==> config.mk <==
export PLATFORM = sky130hd
export DESIGN_NAME = sfc_host
export DESIGN_NICKNAME = d
export VERILOG_FILES = /design/src/core/sfc_pkg.sv /design/src/core/sfc_fifo.sv /design/src/core/sfc_host.sv
export SDC_FILE = /design/constraint.sdc
export NUM_CORES = 1
export LEC_CHECK = 0
export ABC_CLOCK_PERIOD_IN_PS = 6800
export BUFFER_PORTS_ARGS = -buffer_cell sky130_fd_sc_hd__buf_2
export CAP_MARGIN = 20
export CORE_ASPECT_RATIO = 0.75
export CORE_UTILIZATION = 30
export DETAILED_ROUTE_END_ITERATION = 16
export PLACE_DENSITY = 0.58
export SYNTH_ARGS = -nofsm -noshare
export SYNTH_HDL_FRONTEND = slang
export SYNTH_HIERARCHICAL = 1
export SYNTH_SLANG_ARGS = --single-unit
==> constraint.sdc <==
create_clock -name clk -period 6.8 [get_ports clk]
set_input_delay 0.68 -clock clk [delete_from_list [all_inputs] [get_ports clk]]
set_output_delay 0.68 -clock clk [all_outputs]
set_load 0.02 [all_outputs]
==> src/core/sfc_pkg.sv <==
// Constants, types and timing counts for the sector flash host controller.
// Assumes a 25 MHz clock; all pin timing is counted in whole clock cycles.
package sfc_pkg;

  // ****************************************************************
  // Clock and pin timing
  // ****************************************************************
  localparam int SFC_CLK_PERIOD_NS = 40;
  localparam int SFC_T_WP_NS       = 200;  // Write pulse width, least.
  localparam int SFC_T_WPH_NS      = 200;  // Write pulse high, least.
  localparam int SFC_T_ACC_NS      = 200;  // Address to output, most.
  localparam int SFC_T_OEHP_NS     = 150;  // Output enable high pulse, least.
  localparam int SFC_T_BLC_US      = 150;  // Byte load cycle, most.
  localparam int SFC_T_WC_MS       = 20;   // Program cycle, most.
  localparam int SFC_WP_CYC   = (SFC_T_WP_NS + SFC_CLK_PERIOD_NS - 1) / SFC_CLK_PERIOD_NS;
  localparam int SFC_WPH_CYC  = (SFC_T_WPH_NS + SFC_CLK_PERIOD_NS - 1) / SFC_CLK_PERIOD_NS;
  localparam int SFC_RD_CYC   = (SFC_T_ACC_NS + SFC_CLK_PERIOD_NS - 1) / SFC_CLK_PERIOD_NS;
  localparam int SFC_OEHP_CYC = (SFC_T_OEHP_NS + SFC_CLK_PERIOD_NS - 1) / SFC_CLK_PERIOD_NS;
  localparam int SFC_BLC_CYC  = SFC_T_BLC_US * 1000 / SFC_CLK_PERIOD_NS;
  localparam int SFC_WC_CYC   = SFC_T_WC_MS * 1000000 / SFC_CLK_PERIOD_NS;

  // ****************************************************************
  // Page geometry and command words
  // ****************************************************************
  localparam int          SFC_PAGE_BYTES = 256;
  localparam int          SFC_FIFO_DEPTH = 8;
  localparam logic [14:0] SFC_CMD_ADDR_A = 15'h5555;
  localparam logic [14:0] SFC_CMD_ADDR_B = 15'h2aaa;
  localparam logic [7:0]  SFC_CODE_UNLK1 = 8'haa;
  localparam logic [7:0]  SFC_CODE_UNLK2 = 8'h55;
  localparam logic [7:0]  SFC_CODE_PROG  = 8'ha0;
  localparam logic [7:0]  SFC_CODE_IDIN  = 8'h90;
  localparam logic [7:0]  SFC_CODE_IDOUT = 8'hf0;
  localparam logic [7:0]  SFC_CODE_LOCK  = 8'h80;
  localparam logic [7:0]  SFC_CODE_ARM   = 8'h40;
  localparam logic [7:0]  SFC_LOCK_DATA  = 8'hff;
  localparam logic [18:0] SFC_LOCK_LO    = 19'h00000;
  localparam logic [18:0] SFC_LOCK_HI    = 19'h7ffff;

  // ****************************************************************
  // Types
  // ****************************************************************
  typedef enum logic [1:0] {SFC_OP_READ, SFC_OP_PROG, SFC_OP_ID, SFC_OP_LOCK} sfc_op_type;

  typedef struct packed {
    sfc_op_type  op;
    logic [18:0] addr;
  } sfc_req_type;

  typedef struct packed {
    logic        done;
    logic        err;
    logic [15:0] rdata;
  } sfc_rsp_type;

  typedef struct packed {
    logic [18:0] addr;
    logic        ce_n;
    logic        oe_n;
    logic        we_n;
    logic [7:0]  dq_out;
    logic        dq_oe;
  } sfc_pins_type;

endpackage

==> src/core/sfc_fifo.sv <==
// Small flip-flop FIFO with valid and ready on both sides.
// Assumes DEPTH is a power of two; one clock, synchronous active-low reset.
`timescale 1ns/100ps
module sfc_fifo #(
  parameter int WIDTH = 8,
  parameter int DEPTH = 8
) (
  // Clock and reset
  input  wire logic             clk,
  input  wire logic             reset_n,
  // Filling side
  input  wire logic             in_valid,
  output logic                  in_ready,
  input  wire logic [WIDTH-1:0] in_data,
  // Draining side
  output logic                  out_valid,
  input  wire logic             out_ready,
  output logic [WIDTH-1:0]      out_data
);

  localparam int AW = $clog2(DEPTH);

  logic [WIDTH-1:0] mem_q [DEPTH];
  logic [AW:0]      wr_q;
  logic [AW:0]      wr_d;
  logic [AW:0]      rd_q;
  logic [AW:0]      rd_d;
  logic             push;
  logic             pop;

  // Pointers carry one extra bit so full and empty differ honestly.
  always_comb begin
    in_ready  = !((wr_q[AW] != rd_q[AW]) && (wr_q[AW-1:0] == rd_q[AW-1:0]));
    out_valid = (wr_q != rd_q);
    push      = in_valid && in_ready;
    pop       = out_valid && out_ready;
    wr_d      = push ? wr_q + 1'b1 : wr_q;
    rd_d      = pop ? rd_q + 1'b1 : rd_q;
    out_data  = mem_q[rd_q[AW-1:0]];
  end

  // Pointer registers.
  always_ff @(posedge clk) begin
    if (!reset_n) begin
      wr_q <= '0;
      rd_q <= '0;
    end else begin
      wr_q <= wr_d;
      rd_q <= rd_d;
    end
  end

  // Storage entries; each one loads only when the write pointer names it.
  for (genvar i = 0; i < DEPTH; i++) begin : g_entry
    logic [WIDTH-1:0] ent_d;
    always_comb begin
      ent_d = (push && (wr_q[AW-1:0] == AW'(i))) ? in_data : mem_q[i];
    end
    always_ff @(posedge clk) begin
      mem_q[i] <= ent_d;
    end
  end

endmodule

==> src/core/sfc_host.sv <==
// Host controller that drives a parallel sector flash through its pins.
// Assumes pin inputs are synchronous to clk and the flash sees the pins directly.
//
// Summary of operation
// - During a page load every write strobe presents the sector number on A8 to A18.
// - All 256 bytes of a page are loaded before the controller lets the program start, unless the byte stream stalls past the 150 us load limit.
// - Successive byte writes in a load start no more than 3751 clock cycles (150.04 us) apart.
// - All polling reads of one program use the same address.
`timescale 1ns/100ps
module sfc_host #(
  parameter int unsigned WC_CYCLES = sfc_pkg::SFC_WC_CYC
) (
  // Clock and reset
  input  wire logic                 clk,
  input  wire logic                 reset_n,
  // Request port
  input  wire logic                 req_valid,
  output logic                      req_ready,
  input  wire sfc_pkg::sfc_req_type req,
  // Page data stream
  input  wire logic                 wr_valid,
  output logic                      wr_ready,
  input  wire logic [7:0]           wr_data,
  // Response
  output sfc_pkg::sfc_rsp_type      rsp,
  // Flash pins
  output sfc_pkg::sfc_pins_type     pins,
  input  wire logic [7:0]           dq_in
);

  typedef enum logic [2:0] {ST_IDLE, ST_WSET, ST_WLOW, ST_WHIGH, ST_WAIT, ST_RLOW, ST_RHIGH}
    sfc_state_type;
  typedef enum logic [2:0] {PH_CMD, PH_LOAD, PH_LOCK, PH_POLL, PH_ID, PH_EXIT, PH_READ}
    sfc_phase_type;

  // ****************************************************************
  // State
  // ****************************************************************
  sfc_state_type         state_q, state_d;
  sfc_phase_type         phase_q, phase_d;
  sfc_pkg::sfc_op_type   op_q, op_d;
  sfc_pkg::sfc_pins_type pins_q, pins_d;
  sfc_pkg::sfc_rsp_type  rsp_q, rsp_d;
  logic [2:0]            cnt_q, cnt_d;
  logic [2:0]            idx_q, idx_d;
  logic [8:0]            byte_q, byte_d;
  logic [18:0]           addr_q, addr_d;
  logic [18:0]           last_q, last_d;
  logic                  bit7_q, bit7_d;
  logic                  prev6_q, prev6_d;
  logic                  havep_q, havep_d;
  logic [7:0]            rbyte_q, rbyte_d;
  logic [11:0]           blc_q, blc_d;
  logic [19:0]           wc_q, wc_d;
  logic                  wr_go, rd_go, fin;
  logic [18:0]           go_addr;
  logic [7:0]            go_data;
  logic [7:0]            code;
  logic [22:0]           cword;
  logic                  fifo_valid, fifo_pop;
  logic [7:0]            fifo_data;

  // Eight bytes of slack let the source run ahead of the pin timing.
  sfc_fifo #(.WIDTH(8), .DEPTH(sfc_pkg::SFC_FIFO_DEPTH)) u_fifo (
    .clk       (clk),
    .reset_n   (reset_n),
    .in_valid  (wr_valid),
    .in_ready  (wr_ready),
    .in_data   (wr_data),
    .out_valid (fifo_valid),
    .out_ready (fifo_pop),
    .out_data  (fifo_data)
  );

  // unlock words
  // Unlock words repeat every three writes; the third carries the command code.
  function automatic logic [22:0] cmd_word(input logic [2:0] i, input logic [7:0] c);
    case (i)
      3'd0, 3'd3: cmd_word = {sfc_pkg::SFC_CMD_ADDR_A, sfc_pkg::SFC_CODE_UNLK1};
      3'd1, 3'd4: cmd_word = {sfc_pkg::SFC_CMD_ADDR_B, sfc_pkg::SFC_CODE_UNLK2};
      3'd2:       cmd_word = {sfc_pkg::SFC_CMD_ADDR_A, c};
      default:    cmd_word = {sfc_pkg::SFC_CMD_ADDR_A, sfc_pkg::SFC_CODE_ARM};
    endcase
  endfunction

  assign req_ready = (state_q == ST_IDLE);
  assign pins      = pins_q;
  assign rsp       = rsp_q;

  // ****************************************************************
  // Sequencer next state
  // ****************************************************************
  // One process steers the pins; each bus cycle ends in a decision on the phase.
  always_comb begin
    state_d = state_q;  phase_d = phase_q;  op_d = op_q;  pins_d = pins_q;
    rsp_d = rsp_q;  rsp_d.done = 1'b0;  cnt_d = cnt_q + 3'd1;  idx_d = idx_q;
    byte_d = byte_q;  addr_d = addr_q;  last_d = last_q;  bit7_d = bit7_q;
    prev6_d = prev6_q;  havep_d = havep_q;  rbyte_d = rbyte_q;
    blc_d = (phase_q == PH_LOAD) ? blc_q + 12'd1 : 12'd0;
    wc_d = (phase_q == PH_POLL) ? wc_q + 20'd1 : 20'd0;
    wr_go = 1'b0;  rd_go = 1'b0;  fin = 1'b0;  fifo_pop = 1'b0;
    go_addr = addr_q;  go_data = 8'h00;
    if (phase_q == PH_EXIT) code = sfc_pkg::SFC_CODE_IDOUT;
    else if (op_q == sfc_pkg::SFC_OP_PROG) code = sfc_pkg::SFC_CODE_PROG;
    else if (op_q == sfc_pkg::SFC_OP_ID) code = sfc_pkg::SFC_CODE_IDIN;
    else code = sfc_pkg::SFC_CODE_LOCK;
    cword = cmd_word(idx_d + 3'd1, code);
    case (state_q)
      ST_IDLE: begin
        if (req_valid) begin
          op_d = req.op;  addr_d = req.addr;  rsp_d.err = 1'b0;  idx_d = 3'd0;
          if (req.op == sfc_pkg::SFC_OP_READ) begin
            phase_d = PH_READ;  rd_go = 1'b1;  go_addr = req.addr;
          end else begin
            phase_d = PH_CMD;  wr_go = 1'b1;
            // The first unlock word never depends on the command, so the stale op is harmless.
            cword = cmd_word(3'd0, code);
            go_addr = {4'h0, cword[22:8]};  go_data = cword[7:0];
          end
        end
      end
      ST_WSET: begin
        pins_d.we_n = 1'b0;  state_d = ST_WLOW;  cnt_d = 3'd0;
      end
      ST_WLOW: begin
        if (cnt_q == 3'(sfc_pkg::SFC_WP_CYC - 1)) begin
          pins_d.we_n = 1'b1;  state_d = ST_WHIGH;  cnt_d = 3'd0;
        end
      end
      ST_WHIGH: begin
        if (cnt_q == 3'(sfc_pkg::SFC_WPH_CYC - 1)) begin
          pins_d.dq_oe = 1'b0;
          if (phase_q == PH_CMD || phase_q == PH_EXIT) begin
            if (idx_q != ((op_q == sfc_pkg::SFC_OP_LOCK && phase_q == PH_CMD) ? 3'd5 : 3'd2))
            begin
              idx_d = idx_q + 3'd1;  wr_go = 1'b1;
              go_addr = {4'h0, cword[22:8]};  go_data = cword[7:0];
            end else if (phase_q == PH_EXIT) begin
              fin = 1'b1;  // back to normal reads
            end else if (op_q == sfc_pkg::SFC_OP_PROG) begin
              phase_d = PH_LOAD;  state_d = ST_WAIT;  byte_d = 9'd0;
            end else if (op_q == sfc_pkg::SFC_OP_ID) begin
              phase_d = PH_ID;  idx_d = 3'd0;  rd_go = 1'b1;  go_addr = 19'h00000;
            end else begin
              // lockout target chosen by the top address bit
              phase_d = PH_LOCK;  wr_go = 1'b1;  go_data = sfc_pkg::SFC_LOCK_DATA;
              go_addr = addr_q[18] ? sfc_pkg::SFC_LOCK_HI : sfc_pkg::SFC_LOCK_LO;
              last_d = go_addr;  bit7_d = go_data[7];
            end
          end else if (phase_q == PH_LOAD) begin
            state_d = ST_WAIT;
          end else begin
            phase_d = PH_POLL;  havep_d = 1'b0;  rd_go = 1'b1;  go_addr = last_q;
          end
        end
      end
      ST_WAIT: begin
        if (byte_q == 9'(sfc_pkg::SFC_PAGE_BYTES)) begin
          phase_d = PH_POLL;  havep_d = 1'b0;  rd_go = 1'b1;  go_addr = last_q;
        end else if (fifo_valid) begin
          fifo_pop = 1'b1;  wr_go = 1'b1;  blc_d = 12'd0;
          go_addr = {addr_q[18:8], byte_q[7:0]};  go_data = fifo_data;
          byte_d = byte_q + 9'd1;  last_d = go_addr;  bit7_d = fifo_data[7];
        end else if (blc_q == 12'(sfc_pkg::SFC_BLC_CYC)) begin
          // a starved load is reported, the flash programs what it got
          rsp_d.err = 1'b1;  phase_d = PH_POLL;  havep_d = 1'b0;
          rd_go = 1'b1;  go_addr = last_q;
        end
      end
      ST_RLOW: begin
        if (cnt_q == 3'(sfc_pkg::SFC_RD_CYC - 1)) begin
          rbyte_d = dq_in;  pins_d.oe_n = 1'b1;  state_d = ST_RHIGH;  cnt_d = 3'd0;
        end
      end
      ST_RHIGH: begin
        if (cnt_q == 3'(sfc_pkg::SFC_OEHP_CYC - 1)) begin
          case (phase_q)
            PH_READ: begin
              rsp_d.rdata = {8'h00, rbyte_q};  fin = 1'b1;
            end
            PH_ID: begin
              if (idx_q == 3'd0) begin
                rsp_d.rdata[15:8] = rbyte_q;  idx_d = 3'd1;
                rd_go = 1'b1;  go_addr = 19'h00001;
              end else begin
                rsp_d.rdata[7:0] = rbyte_q;  phase_d = PH_EXIT;  idx_d = 3'd0;
                wr_go = 1'b1;
                go_addr = {4'h0, sfc_pkg::SFC_CMD_ADDR_A};  go_data = sfc_pkg::SFC_CODE_UNLK1;
              end
            end
            default: begin
              // done when toggle is still and bit 7 is true data
              prev6_d = rbyte_q[6];  havep_d = 1'b1;
              if (havep_q && rbyte_q[6] == prev6_q && rbyte_q[7] == bit7_q) begin
                fin = 1'b1;
              end else if (wc_q >= WC_CYCLES[19:0]) begin
                rsp_d.err = 1'b1;  fin = 1'b1;
              end else begin
                rd_go = 1'b1;  go_addr = last_q;
              end
            end
          endcase
        end
      end
      default: state_d = ST_IDLE;
    endcase
    if (wr_go) begin
      state_d = ST_WSET;  cnt_d = 3'd0;  pins_d.addr = go_addr;  pins_d.dq_out = go_data;
      pins_d.dq_oe = 1'b1;  pins_d.ce_n = 1'b0;  pins_d.oe_n = 1'b1;  pins_d.we_n = 1'b1;
    end else if (rd_go) begin
      state_d = ST_RLOW;  cnt_d = 3'd0;  pins_d.addr = go_addr;  pins_d.dq_oe = 1'b0;
      pins_d.ce_n = 1'b0;  pins_d.oe_n = 1'b0;  pins_d.we_n = 1'b1;
    end else if (fin) begin
      state_d = ST_IDLE;  rsp_d.done = 1'b1;  pins_d.ce_n = 1'b1;
      pins_d.oe_n = 1'b1;  pins_d.we_n = 1'b1;  pins_d.dq_oe = 1'b0;
    end
  end

  // Registers; the chip is deselected and the bus released out of reset.
  always_ff @(posedge clk) begin
    if (!reset_n) begin
      state_q <= ST_IDLE;  phase_q <= PH_CMD;  op_q <= sfc_pkg::SFC_OP_READ;
      pins_q <= '{addr: 19'h00000, ce_n: 1'b1, oe_n: 1'b1, we_n: 1'b1,
                  dq_out: 8'h00, dq_oe: 1'b0};
      rsp_q <= '0;  cnt_q <= 3'd0;  idx_q <= 3'd0;  byte_q <= 9'd0;
      addr_q <= 19'h00000;  last_q <= 19'h00000;  bit7_q <= 1'b0;  prev6_q <= 1'b0;
      havep_q <= 1'b0;  rbyte_q <= 8'h00;  blc_q <= 12'd0;  wc_q <= 20'd0;
    end else begin
      state_q <= state_d;  phase_q <= phase_d;  op_q <= op_d;  pins_q <= pins_d;
      rsp_q <= rsp_d;  cnt_q <= cnt_d;  idx_q <= idx_d;  byte_q <= byte_d;
      addr_q <= addr_d;  last_q <= last_d;  bit7_q <= bit7_d;  prev6_q <= prev6_d;
      havep_q <= havep_d;  rbyte_q <= rbyte_d;  blc_q <= blc_d;  wc_q <= wc_d;
    end
  end

  // ****************************************************************
  // Checks
  // ****************************************************************
  chk_write_oe_high: assert property (@(posedge clk) disable iff (!reset_n)
    (!pins.we_n && !pins.ce_n) |-> pins.oe_n) else $error("oe low during write");
  chk_sector_addr: assert property (@(posedge clk) disable iff (!reset_n)
    ($fell(pins.we_n) && phase_q == PH_LOAD) |-> pins.addr[18:8] == addr_q[18:8])
    else $error("sector address wrong during load");
  chk_full_page: assert property (@(posedge clk) disable iff (!reset_n)
    ($rose(phase_q == PH_POLL) && op_q == sfc_pkg::SFC_OP_PROG && !rsp_q.err)
    |-> byte_q == 9'(sfc_pkg::SFC_PAGE_BYTES)) else $error("poll began before full page");
  chk_load_spacing: assert property (@(posedge clk) disable iff (!reset_n)
    (phase_q == PH_LOAD) |-> blc_q <= 12'(sfc_pkg::SFC_BLC_CYC))
    else $error("byte load gap too long");
  chk_poll_addr: assert property (@(posedge clk) disable iff (!reset_n)
    ($fell(pins.oe_n) && phase_q == PH_POLL) |-> pins.addr == last_q)
    else $error("poll address moved");
  chk_id_addr: assert property (@(posedge clk) disable iff (!reset_n)
    ($fell(pins.oe_n) && phase_q == PH_ID) |-> pins.addr[18:1] == 18'h00000)
    else $error("id read address not low");
  chk_write_pulse: assert property (@(posedge clk) disable iff (!reset_n)
    $fell(pins.we_n) |-> (!pins.we_n)[*5] ##1 pins.we_n[*5])
    else $error("write strobe timing wrong");

endmodule

==> results.toml <==
[worst_setup_path]
worstPathArrival_ns = 3.84
crit_family = "simple AND/OR/NAND/NOR gates"
critPathMaxStageDelay_ns = 0.63
critPathMostFrequentCell = "a221oi_1"
cp_cell_sequence = "nor2b_1 -> or3_1 -> buf_4 -> nor2_2 -> a221oi_1 -> a221o_1 -> a221oi_1 -> o21ai_1"
cp.required_ns = 7.22
worstPathMaxFanout = 24
cp-end-kind = "flip-flop"
crit_buf_inv = 1
start_kind = "flip-flop"
worstSetupPathType = "reg -> reg"
critPathSlowestCell = "nor2_2"

[floorplanning]
io_pins = 92
die_x_um = 225
fp.dieH_um = 169
initial_core_util_pct = 30.8
core_um2 = 36300
num_rows = 60
dieArea_um2 = 38000

[final_layout]
final_util_pct = 35.5
area_delta_synth_final_pct = 15.1
drive_gt1_share_pct = 14.4
num_antenna_cells = 0
nets = 1289

[grt]
grt_util_all_layers_pct = 16.6
grt-ovfl-total = 0
grt_max_degree = 63
antenna_found_initial = 0
first_global_vias = 8555
grt_pass1_wl_um = 49600

[clock_tree]
clkTransAtPathRegs_ns = 0.07
insertion_delay_ns = 0.56
root_buffer = "clkbuf_16"
numCtsBuffers = 25
htree_levels = 1
clk_path_buf_depth = 3
postCtsResizedCells = 0
numClockSinks = 228
holdBufCountCts = 0
cts_tree = "done"
cts_setup_buffers = 0

[run]
cap_violations = 0

[sta]
max_slew_margin_pct = 28.0
fmax_mhz = 293
tightest_slew_ns = 1.08
slew_violations = 0
final.setup_skew_ns = 0.0158
rsz0062_at_grt = "no"
tns_ns = 0
timing.final.crit_share_pct = 50.3
setup_viol = 0
hold_violations = 0
finalCriticalPeriod_ns = 3.42

[synthesis]
syn-num-nets = 1229
ys_ff_latch = 228
yosys_warnings = 6
syn_inst = 1164
synth_top_flop_cell = "dfxtp_1"
netlist_area_um2 = 11200
yosys.cell_types.count = 80
yosysSeqAreaShare_pct = 46.6
syn_area_per_cell_um2 = 9.60
async_flop_share_pct = 0
synth_edf_count = 64

[routing]
vias = 9259
drc = 0
routed_wl_um = 32300
wl_per_cell_um = 18.6
viasPerCell = 5.32
drt_iter0_markers = 1038
first_pass_iters = 6
drtAntennaViolNets = 0

[placed_design]
globalplace.congestion = 0.936
portBuffers = 91
dp_hpwl_um = 22300

[run_status]
status = "complete, no violations"

[power_and_ir_drop]
power_leakage_nw = 4.61
power_density_nw_per_um2 = 259
vdd_drop_max_mv = 0.190
clkPwrFrac_pct = 41.8
power.internal_mw = 2.41
switching_share_pct = 27.9
p_sw_mw = 0.933
combinationalPowerShare_pct = 13.1
p_seq_share_pct = 45.1

[hold_path]
hold_class = "in -> reg"
==> kinds of logic after synthesis <==
family	synth area share (%)
AO/OA/AOI/OAI	17.2
flip-flops	46.6
XOR/XNOR	3.21
adder cells (fa/ha/maj)	2.69
buffers and inverters	3.76
multiplexers	8.20
AND/OR/NAND/NOR	18.4
==> state kept, by name (all words and copies together), names as in the netlist, 2 cells and up, named ones only <==
name / cells
addr_q: 19
blc_q: 12
byte_q: 9
cnt_q: 3
idx_q: 3
last_q: 19
op_q: 2
phase_q: 3
pins: 31
rbyte_q: 8
rsp: 18
state_q: 3
u_fifo/mem_q: 64
u_fifo/rd_q: 4
u_fifo/wr_q: 4
wc_q: 20
==> worst reg2reg max path: cells and delay by family, from the launching register on <==
kind	cells	cell delay, ns
AND/OR/NAND/NOR	3	1.32
AO/OA/AOI/OAI	4	1.12
flip-flops	1	0.58
buffers and inverters	1	0.26
==> layout by cell type, fill, tap and decap left out, types with 6 or more instances in the layout <==
master | netlist | layout
inv_1 | 28 | 27
nand3_1 | 34 | 34
mux4_1 | 16 | 16
a211oi_1 | 25 | 25
and3_1 | 21 | 21
edfxtp_1 | 64 | 64
or3_1 | 8 | 8
buf_4 | 2 | 10
nor2b_1 | 10 | 10
xor2_1 | 23 | 23
and2_1 | 8 | 8
a221oi_1 | 18 | 18
a32oi_1 | 10 | 10
mux2_2 | 9 | 9
a22oi_1 | 7 | 7
buf_2 | 17 | 91
xnor2_1 | 18 | 18
a22o_1 | 17 | 17
nand4_1 | 16 | 16
ha_1 | 24 | 24
a211o_1 | 6 | 6
a21oi_1 | 85 | 85
dfxtp_1 | 164 | 164
mux2i_1 | 38 | 38
o21ai_0 | 51 | 51
nor3_1 | 13 | 13
clkbuf_16 | 0 | 25
nor2_1 | 135 | 135
nand2b_1 | 11 | 11
o32ai_1 | 9 | 9
or2_2 | 6 | 6
nand2_1 | 129 | 129
==> final timing paths <==
check	slack, ns	cells after the start	to	start
max	3.38	8	pins[17]$_SDFFE_PN0P_	phase_q[0]$_SDFFE_PN0P_
min	0.37	3	rbyte_q[1]$_SDFFE_PN0P_	dq_in[1]
max reg2reg	3.38	8	pins[17]$_SDFFE_PN0P_	phase_q[0]$_SDFFE_PN0P_
min reg2reg	0.45	1	cnt_q[0]$_SDFF_PP0_	cnt_q[0]$_SDFF_PP0_
==> metrics by stage <==
stage | setup slack, ns | instances | power, mW | instance area (µm²) | hold slack [ns]
2_1_floorplan | 4.32 | 1164 | 1.81 | 11200 | 0.417
3_3_place_gp | 3.36 | 1692 | 1.95 | 12000 | 0.430
3_5_place_dp | 3.21 | 1692 | 1.96 | 12000 | 0.438
4_1_cts | 3.18 | 1738 | 3.36 | 12900 | 0.342
5_1_grt | 3.30 | 1739 | 3.47 | 12900 | 0.367
6_report | 3.38 | 1739 | 3.34 | 12900 | 0.366
==> synthesized netlist by cell type (4+ instances only) <==
cell type	instances	share of area (%)
dfxtp_1	164	29
o32ai_1	9	0.71
clkbuf_1	45	1.5
a221o_1	5	0.45
and3_1	21	1.2
or2_2	6	0.34
xnor2_1	18	1.4
buf_2	17	0.76
nand2b_1	11	0.62
nand4_1	16	0.90
inv_1	28	0.94
and4b_1	4	0.36
nor3_1	13	0.58
or3_1	8	0.45
o21ai_0	51	2.3
nor2_2	4	0.22
a22oi_1	7	0.47
a211o_1	6	0.47
a211oi_1	25	1.7
a32oi_1	10	0.78
and2_1	8	0.45
mux2_2	9	0.91
nand3b_1	4	0.27
a31oi_1	5	0.28
a22o_1	17	1.3
a21oi_1	85	3.8
nor2b_1	10	0.56
edfxtp_1	64	17
ha_1	24	2.7
mux4_1	16	3.8
a221oi_1	18	1.4
o21ai_1	5	0.22
nand2_1	129	4.3
and3b_1	4	0.31
xor2_1	23	1.8
nand3_1	34	1.5
nor2_1	135	4.5
mux2i_1	38	3.4
==> metal layers <==
metal	vias up	part of all wire, %	global-route usage (%)
met2	388	41	23.9
met3	69	9.2	4.45
met1	4412	47	24.1
li1	4390	-	-
met5	-	0	0
met4	0	2.4	4.29
==> layout make-up <==
type	count	area, µm²
Fill cell	3630	23400
Multi-Input combinational cell	838	5550
Sequential cell	228	5200
Clock buffer	31	668
Tap cell	496	621
Timing Repair Buffer	102	542
Clock inverter	15	171
Inverter	29	109
==> power groups by stage <==
stage / sequential [mW] / clock, mW / combinational (mW)
6_report: 1.51 / 1.40 / 0.436
5_1_grt: 1.51 / 1.48 / 0.471
4_1_cts: 1.51 / 1.43 / 0.425
3_5_place_dp: 1.53 / 0 / 0.423
3_3_place_gp: 1.53 / 0 / 0.417
2_1_floorplan: 1.52 / 0 / 0.282
No activity file was read; power rests on OpenSTA's default activity.
